**config.mk**
```make
export PLATFORM = sky130hd
export DESIGN_NAME = analog_cfg_regs
export DESIGN_NICKNAME = d
export VERILOG_FILES = /design/src/pkg/analog_cfg_pkg.sv /design/src/rtl/input_route.sv /design/src/rtl/analog_cfg_regs.sv
export SDC_FILE = /design/constraint.sdc
export NUM_CORES = 1
export LEC_CHECK = 0
export BUFFER_PORTS_ARGS = -buffer_cell sky130_fd_sc_hd__buf_2
export CAP_MARGIN = 20
export CORE_MARGIN = 2
export CORE_UTILIZATION = 47
export CTS_CLUSTER_SIZE = 10
export DETAILED_ROUTE_END_ITERATION = 8
export GPL_ROUTABILITY_DRIVEN = 0
export PLACE_DENSITY = 0.74
export SYNTH_ARGS = -nofsm -noshare
export SYNTH_HDL_FRONTEND = slang
export SYNTH_SLANG_ARGS = --single-unit
```
**constraint.sdc**
```tcl
create_clock -name aclk -period 1.7 [get_ports aclk]
set_input_delay 0.17 -clock aclk [delete_from_list [all_inputs] [get_ports aclk]]
set_output_delay 0.17 -clock aclk [all_outputs]
set_load 0.1 [all_outputs]
```
**src/pkg/analog_cfg_pkg.sv**
```systemverilog
package analog_cfg_pkg;

	// ------------------------------------------------------------
	// register indices
	// ------------------------------------------------------------
	// printed offsets 0x32 and 0x3B are not multiples of four, so every printed
	// offset is kept as a register index; the byte address is four times it
	localparam logic [7:0]  IDX_RANGE_A   = 8'h30; // full-scale code, input a
	localparam logic [7:0]  IDX_RANGE_B   = 8'h32; // full-scale code, input b
	localparam logic [7:0]  IDX_REF_SEL   = 8'h38; // reference source select
	localparam logic [7:0]  IDX_STAMP     = 8'h3B; // timestamp receiver control
	localparam logic [7:0]  IDX_EMPHASIS  = 8'h48; // serializer pre-emphasis
	localparam logic [7:0]  IDX_INPUT_SEL = 8'h60; // input mux select
	localparam logic [7:0]  IDX_CAL_CTRL  = 8'h61; // calibration enable
	localparam logic [7:0]  IDX_STATUS    = 8'h70; // applied mux state, read only

	// ------------------------------------------------------------
	// field positions
	// ------------------------------------------------------------
	localparam int          BIT_USE_SUPPLY   = 0;  // reference select
	localparam int          BIT_STAMP_ON     = 0;  // receiver enable
	localparam int          BIT_STAMP_PECL   = 1;  // pecl signalling
	localparam int          BIT_EMPH_EXTRA   = 3;  // boost bit
	localparam int          BIT_DUAL_SWAP    = 4;  // dual-channel swap
	localparam int          BIT_CAL_ENABLE   = 0;  // calibration enable

	// ------------------------------------------------------------
	// reset values
	// ------------------------------------------------------------
	localparam logic [15:0] RST_RANGE        = 16'hA000;
	localparam logic [7:0]  RST_REF_SEL      = 8'h00;
	localparam logic [7:0]  RST_STAMP        = 8'h00;
	localparam logic [7:0]  RST_EMPHASIS     = 8'h00;
	localparam logic [7:0]  RST_INPUT_SEL    = 8'h01;
	localparam logic [7:0]  RST_CAL_CTRL     = 8'h01;

	// ------------------------------------------------------------
	// single-channel input codes
	// ------------------------------------------------------------
	localparam logic [1:0]  SEL_RESERVED     = 2'h0;
	localparam logic [1:0]  SEL_INPUT_A      = 2'h1;
	localparam logic [1:0]  SEL_INPUT_B      = 2'h2;
	localparam logic [1:0]  SEL_BOTH         = 2'h3;

	// axi responses
	localparam logic [1:0]  RESP_OKAY        = 2'h0;
	localparam logic [1:0]  RESP_SLVERR      = 2'h2;

endpackage : analog_cfg_pkg

```
**src/rtl/input_route.sv**
```systemverilog
// decodes the applied mux setting into per-channel input selects
module input_route (
	input  wire logic [7:0] applied_sel,   // mux byte latched at calibration
	input  wire logic       single_mode,   // operating mode is single-channel
	output logic            chan_a_from_b, // channel a samples input b
	output logic            chan_b_from_a, // channel b samples input a
	output logic            sel_reserved   // reserved single-channel code
);
	logic [1:0] single_code; // single-channel field
	logic       swap;        // dual-channel swap bit

	// ------------------------------------------------------------
	// decode
	// ------------------------------------------------------------
	// each field is masked by the mode, so the other field has no effect
	always_comb
	begin
		single_code   = applied_sel[1:0];
		swap          = applied_sel[analog_cfg_pkg::BIT_DUAL_SWAP];
		chan_a_from_b = 1'b0;
		chan_b_from_a = 1'b0;
		sel_reserved  = 1'b0;
		if (single_mode)
		begin
			// swap bit ignored here
			case (single_code)
				analog_cfg_pkg::SEL_INPUT_A:
				begin
					chan_a_from_b = 1'b0; // both sample input a
					chan_b_from_a = 1'b1;
				end
				analog_cfg_pkg::SEL_INPUT_B:
				begin
					chan_a_from_b = 1'b1; // both sample input b
					chan_b_from_a = 1'b0;
				end
				analog_cfg_pkg::SEL_BOTH:
				begin
					chan_a_from_b = 1'b0; // a from a, b from b
					chan_b_from_a = 1'b0;
				end
				default:
					sel_reserved = 1'b1; // code 0, keep straight routing
			endcase
		end
		else
		begin
			// single field ignored here
			chan_a_from_b = swap;
			chan_b_from_a = swap;
		end
	end

endmodule : input_route

```
**src/rtl/analog_cfg_regs.sv**
```systemverilog
// Behaviour
// input a full-scale code, reset 0xA000
// input b full-scale code, reset 0xA000
// software keeps codes 0x2000 to 0xFFFF
// bit 0 selects supply as reference
// bit 0 enables timestamp receiver
// bit 1 selects pecl receiver signalling
// three-bit emphasis level for all lanes
// bit 3 adds extra emphasis boost
// dual mode: bit 4 swaps inputs
// swap bit ignored in single mode
// single field: 1 a, 2 b, 3 both
// single field ignored in dual mode
// mux change applies only after calibration
// input mux resets to 0x01
// calibration runs on enable rising again
// reserved bits read back, reset zero
// fields read back, reset to defaults
module analog_cfg_regs (
	input  wire logic        aclk,                     // 20 MHz bus clock
	input  wire logic        aresetn,                  // synchronous reset, active low
	input  wire logic [9:0]  s_axi_awaddr,             // write address
	input  wire logic        s_axi_awvalid,            // write address valid
	output logic             s_axi_awready,            // write address ready
	input  wire logic [31:0] s_axi_wdata,              // write data
	input  wire logic [3:0]  s_axi_wstrb,              // write byte strobes
	input  wire logic        s_axi_wvalid,             // write data valid
	output logic             s_axi_wready,             // write data ready
	output logic [1:0]       s_axi_bresp,              // write response
	output logic             s_axi_bvalid,             // write response valid
	input  wire logic        s_axi_bready,             // write response ready
	input  wire logic [9:0]  s_axi_araddr,             // read address
	input  wire logic        s_axi_arvalid,            // read address valid
	output logic             s_axi_arready,            // read address ready
	output logic [31:0]      s_axi_rdata,              // read data
	output logic [1:0]       s_axi_rresp,              // read response
	output logic             s_axi_rvalid,             // read data valid
	input  wire logic        s_axi_rready,             // read data ready
	input  wire logic        operating_mode_single,    // mode selector picks a single-channel mode
	output logic [15:0]      range_code_a,             // full-scale trim, input a
	output logic [15:0]      range_code_b,             // full-scale trim, input b
	output logic             use_supply_reference,     // supply instead of band-gap
	output logic             stamp_receiver_on,        // timestamp receiver enable
	output logic             stamp_receiver_pecl_mode, // receiver pecl signalling
	output logic [2:0]       lane_emphasis_level,      // pre-emphasis, all 16 lanes
	output logic             lane_emphasis_extra,      // extra boost
	output logic             calibration_run,          // calibration enable level
	output logic             chan_a_from_b,            // channel a samples input b
	output logic             chan_b_from_a             // channel b samples input a
);

	// ------------------------------------------------------------
	// state
	// ------------------------------------------------------------
	typedef enum logic [1:0] {
		W_IDLE = 2'b00, // gathering address and data
		W_RESP = 2'b01  // response offered
	} wr_state_e;

	typedef struct packed {
		logic [15:0] range_a;     // full-scale code a
		logic [15:0] range_b;     // full-scale code b
		logic [7:0]  ref_sel;     // reference select byte
		logic [7:0]  stamp;       // timestamp control byte
		logic [7:0]  emphasis;    // serializer emphasis byte
		logic [7:0]  input_sel;   // mux byte as written
		logic [7:0]  cal_ctrl;    // calibration control byte
		logic [7:0]  applied_sel; // mux byte in force
		wr_state_e   wst;         // write channel state
		logic        aw_held;     // write address captured
		logic        w_held;      // write data captured
		logic [9:0]  awaddr;      // captured write address
		logic [31:0] wdata;       // captured write data
		logic [3:0]  wstrb;       // captured strobes
		logic [1:0]  bresp;       // pending write response
		logic        rvalid;      // read data offered
		logic [31:0] rdata;       // read data
		logic [1:0]  rresp;       // read response
	} regs_s;

	regs_s      st;           // registered state
	regs_s      next_st;      // next state
	logic       sel_reserved; // reserved single code in force
	logic [7:0] widx;         // write register index
	logic [7:0] ridx;         // read register index
	logic       cal_rise;     // calibration enable just set

	// ------------------------------------------------------------
	// index helpers
	// ------------------------------------------------------------
	// unaligned addresses are answered like their containing word
	assign widx     = st.awaddr[9:2];
	assign ridx     = s_axi_araddr[9:2];
	assign cal_rise = next_st.cal_ctrl[analog_cfg_pkg::BIT_CAL_ENABLE] &
		~st.cal_ctrl[analog_cfg_pkg::BIT_CAL_ENABLE];

	// merges strobed bytes into a register image
	function automatic logic [15:0] merge(input logic [15:0] old, input logic [31:0] d, input logic [3:0] s);
		logic [15:0] r;
		r = old;
		if (s[0])
			r[7:0] = d[7:0];
		if (s[1])
			r[15:8] = d[15:8];
		return r;
	endfunction : merge

	// ------------------------------------------------------------
	// next state
	// ------------------------------------------------------------
	always_comb
	begin
		next_st = st;
		// write address and data accepted independently, in either order
		if (s_axi_awvalid && s_axi_awready)
		begin
			next_st.aw_held = 1'b1;
			next_st.awaddr  = s_axi_awaddr;
		end
		if (s_axi_wvalid && s_axi_wready)
		begin
			next_st.w_held = 1'b1;
			next_st.wdata  = s_axi_wdata;
			next_st.wstrb  = s_axi_wstrb;
		end
		case (st.wst)
			W_IDLE:
			begin
				if (st.aw_held && st.w_held)
				begin
					next_st.aw_held = 1'b0;
					next_st.w_held  = 1'b0;
					next_st.wst     = W_RESP;
					next_st.bresp   = analog_cfg_pkg::RESP_OKAY;
					// every bit, reserved ones too, stores and reads back
					case (widx)
						analog_cfg_pkg::IDX_RANGE_A:
							next_st.range_a = merge(st.range_a, st.wdata, st.wstrb);
						analog_cfg_pkg::IDX_RANGE_B:
							next_st.range_b = merge(st.range_b, st.wdata, st.wstrb);
						analog_cfg_pkg::IDX_REF_SEL:
							next_st.ref_sel = st.wstrb[0] ? st.wdata[7:0] : st.ref_sel;
						analog_cfg_pkg::IDX_STAMP:
							next_st.stamp = st.wstrb[0] ? st.wdata[7:0] : st.stamp;
						analog_cfg_pkg::IDX_EMPHASIS:
							next_st.emphasis = st.wstrb[0] ? st.wdata[7:0] : st.emphasis;
						analog_cfg_pkg::IDX_INPUT_SEL:
							next_st.input_sel = st.wstrb[0] ? st.wdata[7:0] : st.input_sel;
						analog_cfg_pkg::IDX_CAL_CTRL:
							next_st.cal_ctrl = st.wstrb[0] ? st.wdata[7:0] : st.cal_ctrl;
						analog_cfg_pkg::IDX_STATUS:
							next_st.bresp = analog_cfg_pkg::RESP_SLVERR; // read only
						default:
							next_st.bresp = analog_cfg_pkg::RESP_SLVERR; // unmapped
					endcase
				end
			end
			W_RESP:
			begin
				if (s_axi_bready)
					next_st.wst = W_IDLE;
			end
			default:
				next_st.wst = W_IDLE;
		endcase
		// mux setting reaches the sampler only when calibration starts
		// edge taken from next_st here, not from cal_rise, so this process feeds no loop back into itself
		if (next_st.cal_ctrl[analog_cfg_pkg::BIT_CAL_ENABLE] && !st.cal_ctrl[analog_cfg_pkg::BIT_CAL_ENABLE])
			next_st.applied_sel = next_st.input_sel;
		// read channel: one read at a time, data one cycle after address
		if (st.rvalid)
		begin
			if (s_axi_rready)
				next_st.rvalid = 1'b0;
		end
		else if (s_axi_arvalid)
		begin
			next_st.rvalid = 1'b1;
			next_st.rresp  = analog_cfg_pkg::RESP_OKAY;
			case (ridx)
				analog_cfg_pkg::IDX_RANGE_A:   next_st.rdata = {16'h0000, st.range_a};
				analog_cfg_pkg::IDX_RANGE_B:   next_st.rdata = {16'h0000, st.range_b};
				analog_cfg_pkg::IDX_REF_SEL:   next_st.rdata = {24'h000000, st.ref_sel};
				analog_cfg_pkg::IDX_STAMP:     next_st.rdata = {24'h000000, st.stamp};
				analog_cfg_pkg::IDX_EMPHASIS:  next_st.rdata = {24'h000000, st.emphasis};
				analog_cfg_pkg::IDX_INPUT_SEL: next_st.rdata = {24'h000000, st.input_sel};
				analog_cfg_pkg::IDX_CAL_CTRL:  next_st.rdata = {24'h000000, st.cal_ctrl};
				analog_cfg_pkg::IDX_STATUS:    next_st.rdata = {23'h000000, sel_reserved, st.applied_sel};
				default:
				begin
					next_st.rdata = 32'h00000000; // unmapped reads zero
					next_st.rresp = analog_cfg_pkg::RESP_SLVERR;
				end
			endcase
		end
	end

	// ------------------------------------------------------------
	// registers
	// ------------------------------------------------------------
	always_ff @(posedge aclk)
	begin
		if (!aresetn)
		begin
			st             <= '0;
			st.range_a     <= analog_cfg_pkg::RST_RANGE;
			st.range_b     <= analog_cfg_pkg::RST_RANGE;
			st.ref_sel     <= analog_cfg_pkg::RST_REF_SEL;
			st.stamp       <= analog_cfg_pkg::RST_STAMP;
			st.emphasis    <= analog_cfg_pkg::RST_EMPHASIS;
			st.input_sel   <= analog_cfg_pkg::RST_INPUT_SEL;
			st.applied_sel <= analog_cfg_pkg::RST_INPUT_SEL;
			st.cal_ctrl    <= analog_cfg_pkg::RST_CAL_CTRL;
			st.wst         <= W_IDLE;
		end
		else
			st <= next_st;
	end

	// ------------------------------------------------------------
	// outputs
	// ------------------------------------------------------------
	// holding address until data arrives keeps one write in flight
	assign s_axi_awready = ~st.aw_held & (st.wst == W_IDLE);
	assign s_axi_wready  = ~st.w_held & (st.wst == W_IDLE);
	assign s_axi_bvalid  = (st.wst == W_RESP);
	assign s_axi_bresp   = st.bresp;
	assign s_axi_arready = ~st.rvalid;
	assign s_axi_rvalid  = st.rvalid;
	assign s_axi_rdata   = st.rdata;
	assign s_axi_rresp   = st.rresp;

	assign range_code_a             = st.range_a;
	assign range_code_b             = st.range_b;
	// codes below 0x2000 are stored as written; the trim just degrades
	assign use_supply_reference     = st.ref_sel[analog_cfg_pkg::BIT_USE_SUPPLY];
	assign stamp_receiver_on        = st.stamp[analog_cfg_pkg::BIT_STAMP_ON];
	assign stamp_receiver_pecl_mode = st.stamp[analog_cfg_pkg::BIT_STAMP_PECL];
	assign lane_emphasis_level      = st.emphasis[2:0];
	assign lane_emphasis_extra      = st.emphasis[analog_cfg_pkg::BIT_EMPH_EXTRA];
	assign calibration_run          = st.cal_ctrl[analog_cfg_pkg::BIT_CAL_ENABLE];

	// decoder sees only the calibrated copy of the mux byte
	input_route input_route_inst (
		.applied_sel   (st.applied_sel),
		.single_mode   (operating_mode_single),
		.chan_a_from_b (chan_a_from_b),
		.chan_b_from_a (chan_b_from_a),
		.sel_reserved  (sel_reserved)
	);

	// ------------------------------------------------------------
	// assertions
	// ------------------------------------------------------------
	a_range_a_reset: assert property (@(posedge aclk) !aresetn |=> range_code_a == 16'hA000)
		else $error("range a not at reset value");
	a_range_b_reset: assert property (@(posedge aclk) !aresetn |=> range_code_b == 16'hA000)
		else $error("range b not at reset value");
	a_mux_reset: assert property (@(posedge aclk) !aresetn |=> st.input_sel == 8'h01)
		else $error("mux not at reset value");
	a_ref_reset_off: assert property (@(posedge aclk) !aresetn |=> !use_supply_reference && !stamp_receiver_on)
		else $error("reference or receiver on after reset");
	a_mux_holds_nocal: assert property (@(posedge aclk) disable iff (!aresetn)
		!cal_rise |=> $stable(st.applied_sel))
		else $error("mux applied without calibration");
	a_mux_on_cal: assert property (@(posedge aclk) disable iff (!aresetn)
		$rose(calibration_run) |-> st.applied_sel == st.input_sel)
		else $error("mux not applied at calibration");
	a_swap_dual: assert property (@(posedge aclk) disable iff (!aresetn)
		!operating_mode_single |-> chan_a_from_b == st.applied_sel[4] && chan_b_from_a == st.applied_sel[4])
		else $error("dual routing wrong");
	a_single_b: assert property (@(posedge aclk) disable iff (!aresetn)
		operating_mode_single && st.applied_sel[1:0] == 2'h2 |-> chan_a_from_b && !chan_b_from_a)
		else $error("single input b routing wrong");
	a_write_stored: assert property (@(posedge aclk) disable iff (!aresetn)
		st.wst == W_IDLE && st.aw_held && st.w_held && widx == 8'h48 && st.wstrb[0]
		|=> lane_emphasis_level == $past(st.wdata[2:0]) && lane_emphasis_extra == $past(st.wdata[3]))
		else $error("emphasis write lost");
	a_read_answer: assert property (@(posedge aclk) disable iff (!aresetn)
		s_axi_arvalid && s_axi_arready |=> s_axi_rvalid)
		else $error("read not answered in one cycle");

	c_write_done: cover property (@(posedge aclk) s_axi_bvalid && s_axi_bready);
	c_read_done: cover property (@(posedge aclk) s_axi_rvalid && s_axi_rready);
	c_recal: cover property (@(posedge aclk) cal_rise && st.input_sel != st.applied_sel);

endmodule : analog_cfg_regs

```
# Yosys cells after proc, flatten, opt, wreduce, memory -nomap -nowiden
# Index checks and enable logic that the tools add are counted.
[word_totals]
ff_bits = 149
output_inout_bits = 83
elab_cells = 91
[classes]
eq_ne = 21
n_mux = 24
bitwise = 5
n_reduce_logical = 20
[op_table]
columns = ["operator", "n"]
rows = [
  ["16-bit case mux with 8 select lines", 1],
  ["8-bit by 6-bit == test with 1-bit output, second input constant", 8],
  ["8-bit by 7-bit == test with 1-bit output, second input constant", 7],
  ["35-bit 2-to-1 mux", 1],
  ["16-bit 2-to-1 mux", 2],
  ["8-bit 2-to-1 mux", 4],
  ["4-bit AND reduction", 8],
  ["1-bit 2-to-1 mux", 10],
  ["2-bit 2-to-1 mux", 4],
  ["8-bit OR reduction", 1],
  ["7-bit OR reduction", 1],
  ["2-bit AND reduction", 3],
  ["2-bit by 1-bit == test with 1-bit output, second input constant", 2],
  ["2-bit == test, second input constant", 2],
  ["1-bit logical AND", 4],
  ["4-bit 2-to-1 mux", 1],
  ["2-bit case mux with 2 select lines", 1],
  ["1-bit inverter", 3],
  ["3-bit OR reduction", 1],
  ["1-bit bitwise AND", 2],
  ["2-bit logical NOT", 1],
  ["2-bit by 1-bit != test with 1-bit output, second input constant", 1],
  ["2-bit != test, second input constant", 1],
  ["1-bit logical NOT", 1],
]

# Longest topological paths before layout
[depth]
depth_word = 7
ltp_mapped = 7
mapped_depth_nobuf = 5

# By module
# Synthesis repeated with hierarchy kept, for this count alone.
[hier_totals]
cells_unflattened = 692
area_unflattened_um2 = 6093.3
[by_module_without_submodules]
columns = ["mod", "n_inst", "cells_per_inst", "area_each_um2", "seq_area_each_um2"]
rows = [
  ["analog_cfg_regs", 1, 686, 6052.1, 2562.5],
  ["input_route", 1, 6, 41.3, 0.0],
]

# Worst setup path after synthesis
# Ideal clock, no wire load.
[synth_path]
path_type = "reg-to-reg"
startpoint = "reg st[85] (netlist name)"
endpoint = "reg st[46] (netlist name)"
setup_ns = 0.076
arrival_ns = 2.642
required_ns = 1.624
slack_ns = -1.017
path_stages_with_launch = 7
cell_sequence = "dfxtp_1 > nor2_1 > and2_1 > clkbuf_1 > clkbuf_1 > nand2_1 > a21boi_0"
[synth_between]
elab_chain_len = 3
[synth_lines]
columns = ["item", "line_no", "rtl"]
rows = [
  ["start: declaration", "analog_cfg_regs.sv:81", "regs_s st;"],
  ["start signal: assignment", "analog_cfg_regs.sv:217", "st <= next_st;"],
  ["2-bit logical NOT", "analog_cfg_regs.sv:225", "assign s_axi_wready = ~st.w_held & (st.wst == W_IDLE);"],
  ["1-bit bitwise AND", "analog_cfg_regs.sv:225", ""],
  ["net s_axi_wready", "analog_cfg_regs.sv:28", "output logic s_axi_wready,"],
  ["1-bit logical AND", "analog_cfg_regs.sv:120", "if (s_axi_wvalid && s_axi_wready)"],
]
# The timed path passes the listed nets, and every way through them passes these cells.
# A chain may end at the register's enable or synchronous reset.

# Final worst setup path
[layout_path]
startpoint = "reg st[80] (netlist name)"
endpoint = "reg st, in the netlist range_code_a[0]"
[layout_between]
elab_chain_len = 2
[layout_lines]
columns = ["item", "line_no", "rtl"]
rows = [
  ["8-bit by 6-bit == test with 1-bit output", "analog_cfg_regs.sv:136", "case (widx)"],
  ["4-bit AND reduction (no source line)", "n/a", ""],
]
# Every way passes these cells.

==> run_results.csv <==
group,metric,value,unit
outcome,status,"finished with violations",
outcome,violations,"negative setup slack",
route,first_pass_iters,6,
route,ant_nets,0,
power_and_ir_drop,finalPower,0.00790,W
setup_path,endpoint_kind,"flip-flop",
clock_network,cts.sink_count,128,
min_path,holdPathStages,3,
layout,fin_area,7790,µm²
power_and_ir_drop,power.density,1010,nW/µm²
min_path,hp-class,"primary input to flip-flop",
power_and_ir_drop,peakVddDrop,0.667,mV
die,fp.dieArea,14100,µm²
power_and_ir_drop,p_switching,0.00190,W
grt,grt_pass1_vias,4907,
synthesis,avgSynthCellArea,9.13,µm²
synthesis,synth_top_area_frac,0.414,
clock_network,clk_latency,0.42,ns
die,rows,41,
sta,period_minus_slack,1.89,ns
sta,hold_viol,0,
layout,antenna-diode-count,0,
sta,fmax,529,MHz
route,drcViolationCount,0,
sta,rsz0062_at_grt,"yes",
route,avgViaCountPerCell,5.27,
route,vias,5009,
route,drt_first_iter_violations,427,
clock_network,clk_path_buf_depth,2,
setup_path,worst-path-max-fanout,8,
synthesis,postSynthCellCount,679,
layout,nNetsFinal,830,
setup_path,crit_type,"flip-flop to flip-flop",
synthesis,ys_warn_count,0,
route,wl,15800,µm
sta,min_period_over_period,1.11,
layout,fin_util,0.612,
die,die_x,119,µm
power_and_ir_drop,clkPwrFrac,0.507,
power_and_ir_drop,p_int,0.00600,W
grt,grt_pass1_wl,24400,µm
clock_network,cts_max_level,4,
grt,antenna_found_initial,1,
die,die_h,119,µm
synthesis,netlist_area,6200,µm²
flow_run,drv_cap,0,
sta,slew_viol_final,0,
grt,overflow,0,
synthesis,synth.most_common_cell,"dfxtp_1",
sta,fin_skew,0.00999,ns
sta,relSlewSlack,0.633,
synthesis,ys_ff_latch,128,
grt,grt_start_max_net_pins,91,
setup_path,cpMaxStageDelayCell,"or3b_4",
synthesis,synth_edf_count,0,
sta,worstMarginPinSlew,0.551,ns
setup_path,r2r.worst_path.cells,6,
setup_path,start_kind,"flip-flop",
power_and_ir_drop,switching_share,0.240,
synthesis,synth-main-ff-cell,"dfxtp_1",
setup_path,cp_cell_sequence,"or3b_4 -> nor3_4 -> and3_4 -> buf_12 -> mux2i_1 -> nor2b_1",
power_and_ir_drop,power.static_leakage,3.18,nW
sta,hold_ws,0.000816,ns
synthesis,yosysUniqueCellTypes,50,
power_and_ir_drop,power_frac_seq,0.396,
clock_network,cts_tree,"built",
place,dp_hpwl,10700,µm
place,portBuffers,106,
synthesis,ys_seq_area_frac,0.414,
route,wl_per_cell,16.6,µm
layout,syn2layout_area_growth,25.7,%
die,core,12700,µm²
die,start_util,0.487,
synthesis,synth_top_area_cell,"dfxtp_1",
synthesis,synth_common_cells,"dfxtp_1, nand2_1, mux2i_1",
setup_path,crit_required,2.00,ns
power_and_ir_drop,power.share.combinational,0.097,
layout,drive_gt1_frac,0.334,
synthesis,synth_area_leaders,"dfxtp_1, mux2i_1, buf_4, nand2_1, nor2b_1",
sta,layout_setup_ws,-0.191,ns
die,io_pins,147,
clock_network,clk_pin_slew,0.06,ns
setup_path,cp.arrival,2.19,ns
clock_network,clock-root-buffer,"clkbuf_16",
place,placed_cell_area,6850,µm²
setup_path,critPathMaxStageDelay,0.42,ns
synthesis,async_reset_ff_frac,0,
grt,grtUsageTotal,0.219,
clock_network,cts_buffers,17,
sta,setup_viol,55,
registers in the layout, indices dropped and copies added (netlist names):
signal,flops
st,69
range_code_a,16
range_code_b,16
s_axi_rdata,16
lane_emphasis_level,3
calibration_run,1
lane_emphasis_extra,1
s_axi_bresp,1
s_axi_rresp,1
s_axi_rvalid,1
stamp_receiver_on,1
stamp_receiver_pecl_mode,1
use_supply_reference,1
power groups by stage:
stage | registers (W) | logic, W | clock network [W]
6_report | 0.00312 | 0.000767 | 0.00401
2_1_floorplan | 0.00316 | 0.000579 | 0
3_3_place_gp | 0.00318 | 0.000716 | 0
4_1_cts | 0.00312 | 0.000758 | 0.00404
5_1_grt | 0.00313 | 0.000815 | 0.00420
3_5_place_dp | 0.00318 | 0.000732 | 0
critical path, delay by kind of cell (launching register included):
kind | cells | cell delay, ns
and+or+nand+nor | 4 | 1.05
buffers and inverters | 1 | 0.14
muxes | 1 | 0.27
DFF | 1 | 0.32
repair_timing:
action	4_1_cts	5_1_grt
gates resized for setup	20	36
hold buffers	8	0
endpoints found under the setup margin	59	81
gates cloned	0	1
hold endpoints to repair	7	0
pin swaps	6	20
setup buffers	2	2
layer usage:
metal  part of all wire  GRT usage
met1               0.41      0.264
met2               0.49      0.358
met3              0.073     0.0642
met4              0.030      0.100
met5            0.00083          0
through the flow:
step | instances | TNS [ns] | setup WS (ns)
final | 951 | -3.93 | -0.191
after detailed placement | 907 | -5.52 | -0.215
after global placement | 907 | -2.77 | -0.162
after CTS | 948 | -3.20 | -0.101
after global routing | 951 | -8.00 | -0.230
after floorplan | 696 | -1.05 | -0.0645
worst paths after layout:
check	startpoint	endpoint	slack, ns
worst max-delay path	st[80]$_SDFFE_PN0P_	range_code_a[0]$_SDFFE_PN0P_	-0.19
worst min-delay path	s_axi_awaddr[6]	st[79]$_SDFFE_PN0P_	0.0008
worst max register to register	st[80]$_SDFFE_PN0P_	range_code_a[0]$_SDFFE_PN0P_	-0.19
worst min register to register	s_axi_rdata[0]$_SDFFE_PN0P_	s_axi_rdata[0]$_SDFFE_PN0P_	0.45
layout by cell type (no fill, tap or decap), types with 4 or more instances in the layout:
cell           count
a31oi_1            9
clkbuf_16         18
nor2b_1           63
nor3_1            10
nand2_1           98
mux2i_1           69
a22oi_1            7
o21ai_0            5
inv_1              6
bufinv_16          5
and3_1             9
a222oi_1           8
buf_4             42
buf_2            106
buf_12            10
mux2_2             8
nand3b_1           5
nand2_2            8
a21boi_1           4
conb_1            18
nand2b_1           5
o21ai_2           13
a21boi_0          28
and3_4             6
o21ai_1            7
dfxtp_1          125
a21oi_1            7
dlygate4sd3_1      8
area by class of cell:
cell class / instances / area [µm²]
inverters: 6 / 22.5
flip-flops and latches: 128 / 2570
well taps: 172 / 215
multi-input cells: 445 / 3170
fillers: 1041 / 4930
clock buffers: 22 / 474
clock inverters: 10 / 181
repair buffers: 168 / 1160
cell families after synthesis:
| group | Yosys count | share of synthesized area |
|---|---|---|
| mux | 82 | 0.134 |
| compound gates | 99 | 0.114 |
| other cells | 1 | 0.000605 |
| simple gates | 246 | 0.216 |
| flops | 128 | 0.414 |
| buf+inv | 123 | 0.121 |
Power figures use the tool's default switching activity.
